<file path="src/hdl/flash_prot_defines.vh">
`ifndef FLASH_PROT_DEFINES_VH
`define FLASH_PROT_DEFINES_VH

// Register indices, byte address is four times the index
`define IDX_CONFIG        6'h04
`define IDX_IRQ_CONFIG    6'h05
`define IDX_STATUS        6'h06
`define IDX_FAULT_STATUS  6'h07
`define IDX_PROTECTION    6'h08

// Field positions
`define BIT_IGNORE_SF     0
`define BIT_SINGLE_FAULT  0
`define BIT_DOUBLE_FAULT  1
`define BIT_PVIOL         4
`define BIT_OP_ENABLE     7
`define BIT_RNV           6
`define BIT_HIGH_DIS      5
`define BIT_LOW_DIS       2

// Reset values
`define PROT_FULL         8'h7f
`define BYTE_ZERO         8'h00

// AXI responses
`define RESP_OKAY         2'h0
`define RESP_SLVERR       2'h2

// Address windows of the program array
`define ARRAY_TOP         23'h7f_ffff
`define HIGH_START_00     23'h7f_f800
`define HIGH_START_01     23'h7f_f000
`define HIGH_START_10     23'h7f_e000
`define HIGH_START_11     23'h7f_c000
`define LOW_START         23'h7f_8000
`define LOW_END_00        23'h7f_83ff
`define LOW_END_01        23'h7f_87ff
`define LOW_END_10        23'h7f_8fff
`define LOW_END_11        23'h7f_9fff

// Permitted target scenarios, one mask per source scenario
`define ALLOW_FROM_0      8'h0f
`define ALLOW_FROM_1      8'h0a
`define ALLOW_FROM_2      8'h0c
`define ALLOW_FROM_3      8'h08
`define ALLOW_FROM_4      8'h18
`define ALLOW_FROM_5      8'h3c
`define ALLOW_FROM_6      8'h5a
`define ALLOW_FROM_7      8'hff

`endif

</file>
<file path="src/hdl/flash_fault_prot.v">
`timescale 1ns/100ps
`include "flash_prot_defines.vh"

// What this block does
// Double-fault flag bit 1 sets on uncorrectable read error or read of busy block.
// Writing one clears the double-fault flag; writing zero leaves it.
// Single-fault flag bit 0 sets on corrected error or busy read unless ignored.
// Writing one clears the single-fault flag; writing zero leaves it.
// Protection register loads from the stored protection byte during reset sequence.
// Double fault on that load clears operation enable and sets all other bits.
// Program or erase touching protected area is refused and sets violation flag.
// Block erase refused whenever any sector of the block is protected.
// Bit 7 clear: windows are unprotected; bit 7 set: windows are protected.
// Bit 5 zero enables the high window ending at top of array.
// High size field picks 2, 4, 8 or 16 Kbyte high window.
// High size field writable only while high disable bit is set.
// Bit 2 zero enables the low window starting at array low base.
// Low size field picks 1, 2, 4 or 8 Kbyte low window.
// Low size field writable only while low disable bit is set.
// Enable and disable bits combine into none, full, high, low or both windows.
// Protection writes to a scenario not permitted from the current one are ignored.
// Protection register always reads the scenario in force.
// Software should leave reserved nonvolatile bit 6 erased.
// Interrupt requested when a fault flag and its enable are both set.
// Scenario index is the operation enable and both disable bits, high first.
module flash_fault_prot (
	input  wire        aclk,
	input  wire        aresetn,
	input  wire        clk_en,
	input  wire        s_axi_awvalid,
	output reg         s_axi_awready,
	input  wire [7:0]  s_axi_awaddr,
	input  wire [2:0]  s_axi_awprot,
	input  wire        s_axi_wvalid,
	output reg         s_axi_wready,
	input  wire [31:0] s_axi_wdata,
	input  wire [3:0]  s_axi_wstrb,
	output reg         s_axi_bvalid,
	input  wire        s_axi_bready,
	output reg  [1:0]  s_axi_bresp,
	input  wire        s_axi_arvalid,
	output reg         s_axi_arready,
	input  wire [7:0]  s_axi_araddr,
	input  wire [2:0]  s_axi_arprot,
	output reg         s_axi_rvalid,
	input  wire        s_axi_rready,
	output reg  [31:0] s_axi_rdata,
	output reg  [1:0]  s_axi_rresp,
	input  wire        prot_load,
	input  wire [7:0]  prot_load_byte,
	input  wire        prot_load_double_fault,
	input  wire        array_read,
	input  wire        read_single_error,
	input  wire        read_double_error,
	input  wire        read_block_busy,
	input  wire        check_valid,
	input  wire [22:0] check_addr,
	input  wire        check_block_erase,
	output reg         check_done,
	output reg         check_refused,
	output reg  [7:0]  program_flash_protection,
	output reg         protection_violation_flag,
	output reg         fault_irq
);

	////////////////////////////////////////////////////////////////////////////////
	// Registers and internal state

	reg        ignore_single_fault;
	reg        double_fault_irq_enable;
	reg        single_fault_irq_enable;
	reg        double_fault_flag;
	reg        single_fault_flag;

	wire [5:0] wr_idx;
	wire [5:0] rd_idx;
	wire       wr_fire;
	wire       rd_fire;
	wire       wr_lane;
	wire [7:0] wbyte;
	reg  [7:0] next_prot;
	reg        next_dff;
	reg        next_sff;
	reg        next_pvf;
	reg  [7:0] rd_byte;
	reg        rd_hit;
	reg        chk_prot;

	assign wr_idx  = s_axi_awaddr[7:2];
	assign rd_idx  = s_axi_araddr[7:2];
	assign wr_fire = s_axi_awvalid & s_axi_awready & s_axi_wvalid & s_axi_wready;
	assign rd_fire = s_axi_arvalid & s_axi_arready;
	assign wr_lane = s_axi_wstrb[0];
	assign wbyte   = s_axi_wdata[7:0];

	////////////////////////////////////////////////////////////////////////////////
	// Functions

	function [2:0] scenario;
		input [7:0] p;
		begin
			scenario = {p[`BIT_OP_ENABLE], p[`BIT_HIGH_DIS], p[`BIT_LOW_DIS]};
		end
	endfunction

	function allowed;
		input [2:0] from;
		input [2:0] to;
		reg   [7:0] mask;
		begin
			case (from)
				3'h0: mask = `ALLOW_FROM_0;
				3'h1: mask = `ALLOW_FROM_1;
				3'h2: mask = `ALLOW_FROM_2;
				3'h3: mask = `ALLOW_FROM_3;
				3'h4: mask = `ALLOW_FROM_4;
				3'h5: mask = `ALLOW_FROM_5;
				3'h6: mask = `ALLOW_FROM_6;
				default: mask = `ALLOW_FROM_7;
			endcase
			allowed = mask[to];
		end
	endfunction

	function [22:0] high_start;
		input [1:0] sz;
		begin
			case (sz)
				2'h0: high_start = `HIGH_START_00;
				2'h1: high_start = `HIGH_START_01;
				2'h2: high_start = `HIGH_START_10;
				default: high_start = `HIGH_START_11;
			endcase
		end
	endfunction

	function [22:0] low_end;
		input [1:0] sz;
		begin
			case (sz)
				2'h0: low_end = `LOW_END_00;
				2'h1: low_end = `LOW_END_01;
				2'h2: low_end = `LOW_END_10;
				default: low_end = `LOW_END_11;
			endcase
		end
	endfunction

	function is_protected;
		input [7:0]  p;
		input [22:0] a;
		reg          in_high;
		reg          in_low;
		reg          in_win;
		begin
			in_high = !p[`BIT_HIGH_DIS] && a >= high_start(p[4:3]) && a <= `ARRAY_TOP;
			in_low  = !p[`BIT_LOW_DIS] && a >= `LOW_START && a <= low_end(p[1:0]);
			in_win  = in_high | in_low;
			if (p[`BIT_OP_ENABLE]) begin
				is_protected = in_win;
			end else begin
				is_protected = !in_win;
			end
		end
	endfunction

	////////////////////////////////////////////////////////////////////////////////
	// Next values

	always @* begin
		next_prot = program_flash_protection;
		if (wr_fire && wr_lane && wr_idx == `IDX_PROTECTION) begin
			next_prot[`BIT_OP_ENABLE] = wbyte[`BIT_OP_ENABLE];
			next_prot[`BIT_HIGH_DIS]  = wbyte[`BIT_HIGH_DIS];
			next_prot[`BIT_LOW_DIS]   = wbyte[`BIT_LOW_DIS];
			if (program_flash_protection[`BIT_HIGH_DIS]) begin
				next_prot[4:3] = wbyte[4:3];
			end
			if (program_flash_protection[`BIT_LOW_DIS]) begin
				next_prot[1:0] = wbyte[1:0];
			end
			if (!allowed(scenario(program_flash_protection), scenario(next_prot))) begin
				next_prot = program_flash_protection;
			end
		end
		if (prot_load) begin
			if (prot_load_double_fault) begin
				next_prot = `PROT_FULL;
			end else begin
				next_prot = prot_load_byte;
			end
		end
	end

	always @* begin
		next_dff = double_fault_flag;
		next_sff = single_fault_flag;
		next_pvf = protection_violation_flag;
		if (wr_fire && wr_lane && wr_idx == `IDX_FAULT_STATUS) begin
			if (wbyte[`BIT_DOUBLE_FAULT]) begin
				next_dff = 1'b0;
			end
			if (wbyte[`BIT_SINGLE_FAULT]) begin
				next_sff = 1'b0;
			end
		end
		if (wr_fire && wr_lane && wr_idx == `IDX_STATUS && wbyte[`BIT_PVIOL]) begin
			next_pvf = 1'b0;
		end
		if (array_read && (read_double_error || read_block_busy)) begin
			next_dff = 1'b1;
		end
		if (array_read && !ignore_single_fault && (read_single_error || read_block_busy)) begin
			next_sff = 1'b1;
		end
		if (check_valid && chk_prot) begin
			next_pvf = 1'b1;
		end
	end

	always @* begin
		if (check_block_erase) begin
			chk_prot = scenario(program_flash_protection) != 3'h7;
		end else begin
			chk_prot = is_protected(program_flash_protection, check_addr);
		end
	end

	always @* begin
		rd_hit  = 1'b1;
		rd_byte = `BYTE_ZERO;
		case (rd_idx)
			`IDX_CONFIG: begin
				rd_byte[`BIT_IGNORE_SF] = ignore_single_fault;
			end
			`IDX_IRQ_CONFIG: begin
				rd_byte[`BIT_DOUBLE_FAULT] = double_fault_irq_enable;
				rd_byte[`BIT_SINGLE_FAULT] = single_fault_irq_enable;
			end
			`IDX_STATUS: begin
				rd_byte[`BIT_PVIOL] = protection_violation_flag;
			end
			`IDX_FAULT_STATUS: begin
				rd_byte[`BIT_DOUBLE_FAULT] = double_fault_flag;
				rd_byte[`BIT_SINGLE_FAULT] = single_fault_flag;
			end
			`IDX_PROTECTION: begin
				rd_byte = program_flash_protection;
			end
			default: begin
				rd_hit = 1'b0;
			end
		endcase
	end

	////////////////////////////////////////////////////////////////////////////////
	// Register state

	always @(posedge aclk) begin
		if (!aresetn) begin
			ignore_single_fault       <= 1'b0;
			double_fault_irq_enable   <= 1'b0;
			single_fault_irq_enable   <= 1'b0;
			double_fault_flag         <= 1'b0;
			single_fault_flag         <= 1'b0;
			protection_violation_flag <= 1'b0;
			program_flash_protection  <= `PROT_FULL;
			fault_irq                 <= 1'b0;
			check_done                <= 1'b0;
			check_refused             <= 1'b0;
		end else if (clk_en) begin
			if (wr_fire && wr_lane && wr_idx == `IDX_CONFIG) begin
				ignore_single_fault <= wbyte[`BIT_IGNORE_SF];
			end
			if (wr_fire && wr_lane && wr_idx == `IDX_IRQ_CONFIG) begin
				double_fault_irq_enable <= wbyte[`BIT_DOUBLE_FAULT];
				single_fault_irq_enable <= wbyte[`BIT_SINGLE_FAULT];
			end
			double_fault_flag         <= next_dff;
			single_fault_flag         <= next_sff;
			protection_violation_flag <= next_pvf;
			program_flash_protection  <= next_prot;
			fault_irq                 <= (next_dff & double_fault_irq_enable) |
				(next_sff & single_fault_irq_enable);
			check_done                <= check_valid;
			check_refused             <= check_valid & chk_prot;
		end
	end

	////////////////////////////////////////////////////////////////////////////////
	// AXI4-Lite write channel

	always @(posedge aclk) begin
		if (!aresetn) begin
			s_axi_awready <= 1'b0;
			s_axi_wready  <= 1'b0;
			s_axi_bvalid  <= 1'b0;
			s_axi_bresp   <= `RESP_OKAY;
		end else if (clk_en) begin
			if (wr_fire) begin
				s_axi_awready <= 1'b0;
				s_axi_wready  <= 1'b0;
				s_axi_bvalid  <= 1'b1;
				case (wr_idx)
					`IDX_CONFIG, `IDX_IRQ_CONFIG, `IDX_STATUS, `IDX_FAULT_STATUS, `IDX_PROTECTION: begin
						s_axi_bresp <= `RESP_OKAY;
					end
					default: begin
						s_axi_bresp <= `RESP_SLVERR;
					end
				endcase
			end else if (s_axi_bvalid) begin
				if (s_axi_bready) begin
					s_axi_bvalid <= 1'b0;
				end
			end else if (s_axi_awvalid && s_axi_wvalid && !s_axi_awready) begin
				s_axi_awready <= 1'b1;
				s_axi_wready  <= 1'b1;
			end
		end
	end

	////////////////////////////////////////////////////////////////////////////////
	// AXI4-Lite read channel

	always @(posedge aclk) begin
		if (!aresetn) begin
			s_axi_arready <= 1'b0;
			s_axi_rvalid  <= 1'b0;
			s_axi_rdata   <= 32'h0000_0000;
			s_axi_rresp   <= `RESP_OKAY;
		end else if (clk_en) begin
			if (rd_fire) begin
				s_axi_arready <= 1'b0;
				s_axi_rvalid  <= 1'b1;
				s_axi_rdata   <= {24'h00_0000, rd_byte};
				s_axi_rresp   <= rd_hit ? `RESP_OKAY : `RESP_SLVERR;
			end else if (s_axi_rvalid) begin
				if (s_axi_rready) begin
					s_axi_rvalid <= 1'b0;
				end
			end else if (s_axi_arvalid && !s_axi_arready) begin
				s_axi_arready <= 1'b1;
			end
		end
	end

endmodule // flash_fault_prot

</file>
<file path="config.mk">
export PLATFORM = sky130hd
export DESIGN_NAME = flash_fault_prot
export DESIGN_NICKNAME = d
export VERILOG_FILES = /design/src/hdl/flash_fault_prot.v
export VERILOG_INCLUDE_DIRS = /design/src /design/src/hdl
export SDC_FILE = /design/constraint.sdc
export NUM_CORES = 1
export LEC_CHECK = 0
export BUFFER_PORTS_ARGS = -buffer_cell sky130_fd_sc_hd__buf_2
export CAP_MARGIN = 20
export CORE_MARGIN = 10
export CORE_UTILIZATION = 37
export CTS_CLUSTER_DIAMETER = 50
export DETAILED_ROUTE_END_ITERATION = 10
export GPL_ROUTABILITY_DRIVEN = 0
export GPL_TIMING_DRIVEN = 0
export PLACE_DENSITY = 0.77
export SLEW_MARGIN = 20
export SYNTH_ARGS = -nofsm -noshare
export SYNTH_HDL_FRONTEND = slang
export SYNTH_SLANG_ARGS = --single-unit
</file>
<file path="constraint.sdc">
create_clock -name aclk -period 1.9 [get_ports aclk]
set_clock_uncertainty 0.15 [all_clocks]
set_input_delay 0.38 -clock aclk [delete_from_list [all_inputs] [get_ports aclk]]
set_output_delay 0.38 -clock aclk [all_outputs]
set_load 0.1 [all_outputs]
</file>
# Word level (Yosys, flattened, before mapping)
# Index checks and enable logic that the tools add are counted.
# W data, S select, Z words.
op_classes:
  mux: 44
  magnitude_cmp: 5
  reduce_logical: 49
  n_eq_ne: 23
  n_bitwise: 9
ops:
  columns: ["cell", "count"]
  rows:
  - ["$pmux W8 S7", 1]
  - ["$eq A6 B3 Y1 const B", 8]
  - ["$mux W23", 2]
  - ["$pmux W14 S3", 1]
  - ["$mux W8", 5]
  - ["$pmux W13 S3", 1]
  - ["$mux W1", 24]
  - ["$ge A23 B23 Y1", 1]
  - ["$ge A23 B23 Y1 const B", 1]
  - ["$le A23 B23 Y1", 1]
  - ["$le A23 B23 Y1 const B", 1]
  - ["$logic_and A1 B1 Y1", 18]
  - ["$reduce_bool A2 Y1", 7]
  - ["$eq A6 B4 Y1 const B", 2]
  - ["$reduce_and A2 Y1", 6]
  - ["$mux W2", 5]
  - ["$reduce_or A5 Y1", 2]
  - ["$eq A3 B3 Y1 const B", 3]
  - ["$reduce_and A3 Y1", 3]
  - ["$reduce_and A4 Y1", 2]
  - ["$and A1 B1 Y1", 7]
  - ["$eq A3 B2 Y1 const B", 2]
  - ["$logic_not A1 Y1", 6]
  - ["$eq A2 B1 Y1 const B", 2]
  - ["14 further kinds", 19]
totals:
  input_bits: 105
  word_cells: 150
  ff_bits: 33

# Logic depth before layout (Yosys ltp)
depth:
  word_depth: 13
  depth_mapped: 7
  ltp_nobuf: 7

# Worst setup path after synthesis
# No wires, ideal clock.
synth_timing:
  path_kind: "register to register"
  startpoint: "register program_flash_protection[1]"
  endpoint: "register check_refused"
  slack_ps: -842
  path_stages_with_launch: 8
  n_path_buf: 0
  t_arrival_ps: 2500
  synth_period_minus_slack_ps: 2742
  setup_ps: 92
  path_cell_list: "dfxtp_1 > inv_1 > ha_1 > a21o_1 > a2111oi_0 > o21ai_1 > and4_1 > nor4_1"
synth_via:
  elab_chain_len: 10
  elab_cells_between_ends: 12
synth_rtl:
  columns: ["item", "line", "text"]
  rows:
  - ["start: declaration", "flash_fault_prot.v:61", "output reg [7:0] program_flash_protection,"]
  - ["start signal: assignment", "flash_fault_prot.v:267", "program_flash_protection <= `PROT_FULL;"]
  - ["start signal: assignment", "flash_fault_prot.v:282", "program_flash_protection <= next_prot;"]
  - ["$eq A2 B2 Y1 (tied with other cells)", "flash_fault_prot.v:140", "case (sz)"]
  - ["$pmux W13 S3 (*)", "flash_fault_prot.v:140", null]
  - ["$mux W23 (*)", "flash_fault_prot.v:222", "if (check_block_erase) begin"]
  - ["$le A23 B23 Y1 (*)", "flash_fault_prot.v:157", "in_low = !p[`BIT_LOW_DIS] && a >= `LOW_START && a <= low_end(p[1:0]);"]
  - ["$logic_and A1 B1 Y1 (*)", "flash_fault_prot.v:157", null]
  - ["$or A1 B1 Y1 (*)", "flash_fault_prot.v:158", "in_win = in_high | in_low;"]
  - ["$logic_not A1 Y1", "flash_fault_prot.v:162", "is_protected = !in_win;"]
  - ["$mux W1 (*)", "flash_fault_prot.v:159", "if (p[`BIT_OP_ENABLE]) begin"]
  - ["$mux W1 (*)", "flash_fault_prot.v:222", null]
  - ["$and A1 B1 Y1 (*)", "flash_fault_prot.v:286", "check_refused <= check_valid & chk_prot;"]
  - ["end signal: assignment", "flash_fault_prot.v:286", null]
  - ["end: declaration", "flash_fault_prot.v:60", "output reg check_refused,"]
# Mark *: on every way between the ends. The rest lies on a longest branch, timed or not. The select of a mux whose other input is x is not followed.
# A chain may end at the register's enable or synchronous reset.

# Worst setup path in the final report
layout_timing:
  startpoint: "register program_flash_protection[4]"
  endpoint: "register protection_violation_flag"
layout_via:
  elab_chain_len: 13
  elab_cells_between_ends: 16
layout_rtl:
  columns: ["item", "line", "text"]
  rows:
  - ["$eq A2 B2 Y1 (tied with other cells)", "flash_fault_prot.v:128", "case (sz)"]
  - ["$pmux W14 S3 (*)", "flash_fault_prot.v:128", null]
  - ["$mux W23 (*)", "flash_fault_prot.v:222", null]
  - ["$ge A23 B23 Y1 (*)", "flash_fault_prot.v:156", "in_high = !p[`BIT_HIGH_DIS] && a >= high_start(p[4:3]) && a <= `ARRAY_TOP;"]
  - ["$logic_and A1 B1 Y1 (*)", "flash_fault_prot.v:156", null]
  - ["$logic_and A1 B1 Y1 (no line) (*)", null, null]
  - ["$or A1 B1 Y1 (*)", "flash_fault_prot.v:158", null]
  - ["$logic_not A1 Y1", "flash_fault_prot.v:162", null]
  - ["$mux W1 (*)", "flash_fault_prot.v:159", null]
  - ["$mux W1 (*)", "flash_fault_prot.v:222", null]
  - ["$logic_and A1 B1 Y1 (*)", "flash_fault_prot.v:216", "if (check_valid && chk_prot) begin"]
  - ["$reduce_bool A2 Y1 (no line)", null, null]
  - ["$reduce_and A2 Y1 (no line)", null, null]
  - ["end signal: assignment", "flash_fault_prot.v:281", "protection_violation_flag <= next_pvf;"]
  - ["end: declaration", "flash_fault_prot.v:62", "output reg protection_violation_flag,"]
# Marks and branches as above.

==> impl_results.rst <==
.. list-table::
   :header-rows: 1

   * - Metric
     - Value
   * - RSZ-0062 raised after global routing
     - true
   * - Avg Synthesized Cell Area
     - 8.53 um^2
   * - Yosys top cell area share
     - 0.288
   * - Biggest area consumer among synthesized cells
     - sky130_fd_sc_hd__dfxtp_1
   * - Critical path type
     - flip-flop to flip-flop
   * - Maximum operating frequency
     - 506 MHz
   * - Share of the clock period used by the worst path after layout
     - 1.04
   * - Dominant register cell in the synthesized netlist
     - sky130_fd_sc_hd__dfxtp_1
   * - Count of flip-flops with a built-in enable after synthesis
     - 0
   * - Via count of the first global-routing pass
     - 2353
   * - Number of H-tree levels
     - 2
   * - CTS Buf Count
     - 5
   * - Design internal power
     - 1190 uW
   * - Final net count
     - 490
   * - Portion of total power attributed to sequential cells
     - 0.345
   * - Final Slew Violations
     - 0
   * - Required time at the worst-slack endpoint
     - 1.94 ns
   * - Number of placed cells counting well taps
     - 443
   * - Port buffer count
     - 93
   * - Finish-stage setup viols
     - 2
   * - CP Launch Point
     - program_flash_protection[4]
   * - Vertical extent of the die
     - 96.4 um
   * - Async set or reset register ratio after synthesis
     - 0
   * - CP Capture Type
     - flip-flop
   * - Setup slack, reg-to-reg
     - -0.08 ns
   * - Depth of the worst hold-timing path
     - 4
   * - Yosys cell types
     - 56
   * - Mapped cell area
     - 2160 um^2
   * - Power density over cell area
     - 663 nW/um^2
   * - Status
     - complete, but fails checks
   * - Area of the multi-input gates
     - 1450 um^2
   * - Placement-stage worst setup slack
     - -0.221 ns
   * - Hold Crit Start
     - s_axi_bready
   * - All-Layer GR Usage
     - 0.153
   * - Pin count of the biggest net entering global routing
     - 11
   * - Number of antenna violations at the first check in global routing
     - 0
   * - Nature of the critical path startpoint
     - flip-flop
   * - First-pass iteration count of the detailed router
     - 4
   * - Net switching power
     - 828 uW
   * - Depth of the worst register-to-register path
     - 7
   * - IR Drop Worst-Case VDD
     - 0.000375 V
   * - Relative area change from synthesis to final layout
     - 41.5%
   * - Hold EP
     - s_axi_bvalid
   * - Clk slew on worst S/H paths
     - 0.06 ns
   * - Fraction of power spent switching nets
     - 0.409
   * - Remaining DRCs
     - 0
   * - Standard-cell rows
     - 27
   * - Filler instances
     - 560
   * - DP Area
     - 2880 um^2
   * - Type of the worst min-delay path
     - primary input to flip-flop
   * - Area inside the core boundary
     - 5570 um^2
   * - Antenna diodes
     - 0
   * - Die footprint
     - 9280 um^2
   * - DR WL/cell
     - 16.7 um
   * - Part of the Yosys area used for sequential elements
     - 0.288
   * - LEAKAGE
     - 0.00140 uW
   * - Number of standard cells after synthesis
     - 253
   * - Number of sinks handled by clock tree synthesis
     - 31
   * - Most area-consuming cells after synthesis
     - sky130_fd_sc_hd__dfxtp_1 (29%), sky130_fd_sc_hd__buf_4 (9.4%), sky130_fd_sc_hd__a21oi_1 (4.4%)
   * - Total number of yosys warnings
     - 0
   * - Total global routing overflow
     - 0
   * - Final setup margin
     - -0.0767 ns
   * - Proportion of layout cells with a drive suffix above 1
     - 0.442
   * - Met3 routed wirelength
     - 924 um
   * - Die width
     - 96.4 um
   * - Number of nets with antenna violations after routing
     - 0
   * - Final HPWL from detailed placement
     - 6050 um
   * - Length of routed met2 wiring
     - 3630 um
   * - Routed vias/inst
     - 5.10
   * - Highest net fanout along the worst path
     - 5
   * - Vias after detailed routing
     - 2306
   * - Share of the core filled with cells
     - 0.547
   * - Proportion of power drawn by combinational gates
     - 0.370
   * - Rel. slew slack
     - 0.534
   * - Aggregate routed wire length
     - 7560 um
   * - Buffer cell driving the clock tree root
     - sky130_fd_sc_hd__clkbuf_8
   * - Total of flip-flops plus latches after synthesis
     - 31
   * - Clock network fraction of total power
     - 0.285
   * - Final Hold Violating Endpoints
     - 0
   * - WL met1
     - 2840 um
   * - Reg-to-reg critical path endpoint
     - protection_violation_flag
   * - Number of buffers inserted by hold repair at cts
     - 0
   * - Final instance count without filler cells
     - 452
   * - Tightest Pin Transition
     - 0.689 ns
   * - Top routing layer used
     - met4
   * - DRC violation total after the first TritonRoute iteration
     - 107
   * - I/O pin count
     - 158
   * - Post-route minimum period
     - 1.98 ns
   * - Clock Latency Late Sink
     - 0.28 ns
   * - Largest registers
     - program_flash_protection (8), s_axi_rdata (8)
   * - Buffer depth of the longest clock path
     - 2
   * - First-pass GRT wire length
     - 11300 um
   * - Initial core utilization
     - 0.387
   * - Violations in the final reports
     - negative setup slack
   * - Commonest non-fill, non-tap cell in the layout
     - sky130_fd_sc_hd__buf_2
   * - MaxCap Viol Count
     - 0
   * - Data arrival at the endpoint of the critical path
     - 2.01 ns
   * - Launch point of the worst reg-to-reg path
     - program_flash_protection[4]
   * - Commonest cells after routing, fill and taps aside
     - sky130_fd_sc_hd__buf_2 (94), sky130_fd_sc_hd__buf_4 (28), sky130_fd_sc_hd__conb_1 (26)
   * - Post-route standard cell area excluding fillers
     - 3050 um^2
   * - Sequential cell area
     - 649 um^2
   * - TritonCTS clock tree
     - yes
worst max-delay path: stages (launching register included):
cell,delay (ns)
sky130_fd_sc_hd__dfxtp_4,0.36
sky130_fd_sc_hd__and2_4,0.16
sky130_fd_sc_hd__ha_4,0.26
sky130_fd_sc_hd__nor4b_2,0.17
sky130_fd_sc_hd__and4_4,0.26
sky130_fd_sc_hd__o31ai_4,0.07
sky130_fd_sc_hd__and4_1,0.22
sky130_fd_sc_hd__a311oi_2,0.22
worst max path at each step:
stage	to	slack (ns)	cells after the start
after CTS	protection_violation_flag	-0.08	7
final	protection_violation_flag	-0.08	7
after floorplan	check_refused	-0.13	7
after global routing	check_refused	-0.14	7
after global placement	check_refused	-0.16	7
after detailed placement	check_refused	-0.22	7
power by group through the flow:
stage	clock, uW	sequential (uW)	combinational [uW]
finish	576	698	748
CTS	578	698	734
detailed placement	0	713	723
global placement	0	712	713
floorplan	0	845	431
global route	607	702	787
repair_timing:
item	4_1_cts	5_1_grt
gates cloned	0	0
buffers inserted	1	0
pin swaps	5	2
resized for setup	4	6
setup endpoints to repair	2	3
final cells by class:
class	count	share of cell area
buffer	35	0.0832
clock buffer	8	0.0328
inverter	9	0.0111
multi-input combinational	203	0.476
sequential	31	0.213
tap	72	0.0295
timing repair buffer	94	0.155
per-layer routing:
metal	vias up	global-route usage
li1	1145	-
met1	1054	0.169
met2	93	0.251
met3	14	0.0708
met4	0	0.0630
met5	-	0
cell usage after synthesis, types with 2 or more instances:
cell	instances
sky130_fd_sc_hd__buf_4	27
sky130_fd_sc_hd__nor2_1	20
sky130_fd_sc_hd__nand2b_1	3
sky130_fd_sc_hd__mux2_2	2
sky130_fd_sc_hd__nor2b_1	2
sky130_fd_sc_hd__o41ai_4	3
sky130_fd_sc_hd__clkbuf_1	4
sky130_fd_sc_hd__o22ai_1	4
sky130_fd_sc_hd__nor4_1	3
sky130_fd_sc_hd__o211ai_1	3
sky130_fd_sc_hd__nor4b_1	4
sky130_fd_sc_hd__a21oi_1	19
sky130_fd_sc_hd__o221ai_1	3
sky130_fd_sc_hd__mux2i_1	5
sky130_fd_sc_hd__nand3_1	12
sky130_fd_sc_hd__a41oi_1	3
sky130_fd_sc_hd__dfxtp_1	31
sky130_fd_sc_hd__inv_1	9
sky130_fd_sc_hd__nor3_1	9
sky130_fd_sc_hd__o21ai_1	2
sky130_fd_sc_hd__and4_1	4
sky130_fd_sc_hd__buf_6	2
sky130_fd_sc_hd__o21a_1	3
sky130_fd_sc_hd__nand4_1	6
sky130_fd_sc_hd__a211oi_1	4
sky130_fd_sc_hd__nand2_1	21
sky130_fd_sc_hd__o21ai_0	6
sky130_fd_sc_hd__or2b_1	3
sky130_fd_sc_hd__ha_1	6
sky130_fd_sc_hd__or4b_1	2
sky130_fd_sc_hd__a221oi_1	2
sky130_fd_sc_hd__a21boi_0	2
cell families (layout without fill, tap and decap cells):
group | Yosys count | count (layout) | synth area share
AOI/OAI and AO/OA | 63 | 63 | 0.231
muxes | 7 | 7 | 0.0336
other | 1 | 26 | 0.00174
adders and majority gates | 6 | 6 | 0.0348
and+or+nand+nor | 101 | 101 | 0.278
DFF | 31 | 31 | 0.288
buffers and inverters | 44 | 146 | 0.133
metrics by stage:
step | power, uW | setup TNS, ns | hold slack (ns)
final | 2020 | -0.122 | 0.241
after CTS | 2010 | -0.110 | 0.244
after global routing | 2100 | -0.277 | 0.259
after floorplan | 1280 | -0.213 | 0.304
after global placement | 1430 | -0.942 | 0.285
after detailed placement | 1440 | -1.30 | 0.295
(Power assumes the default switching activity.)
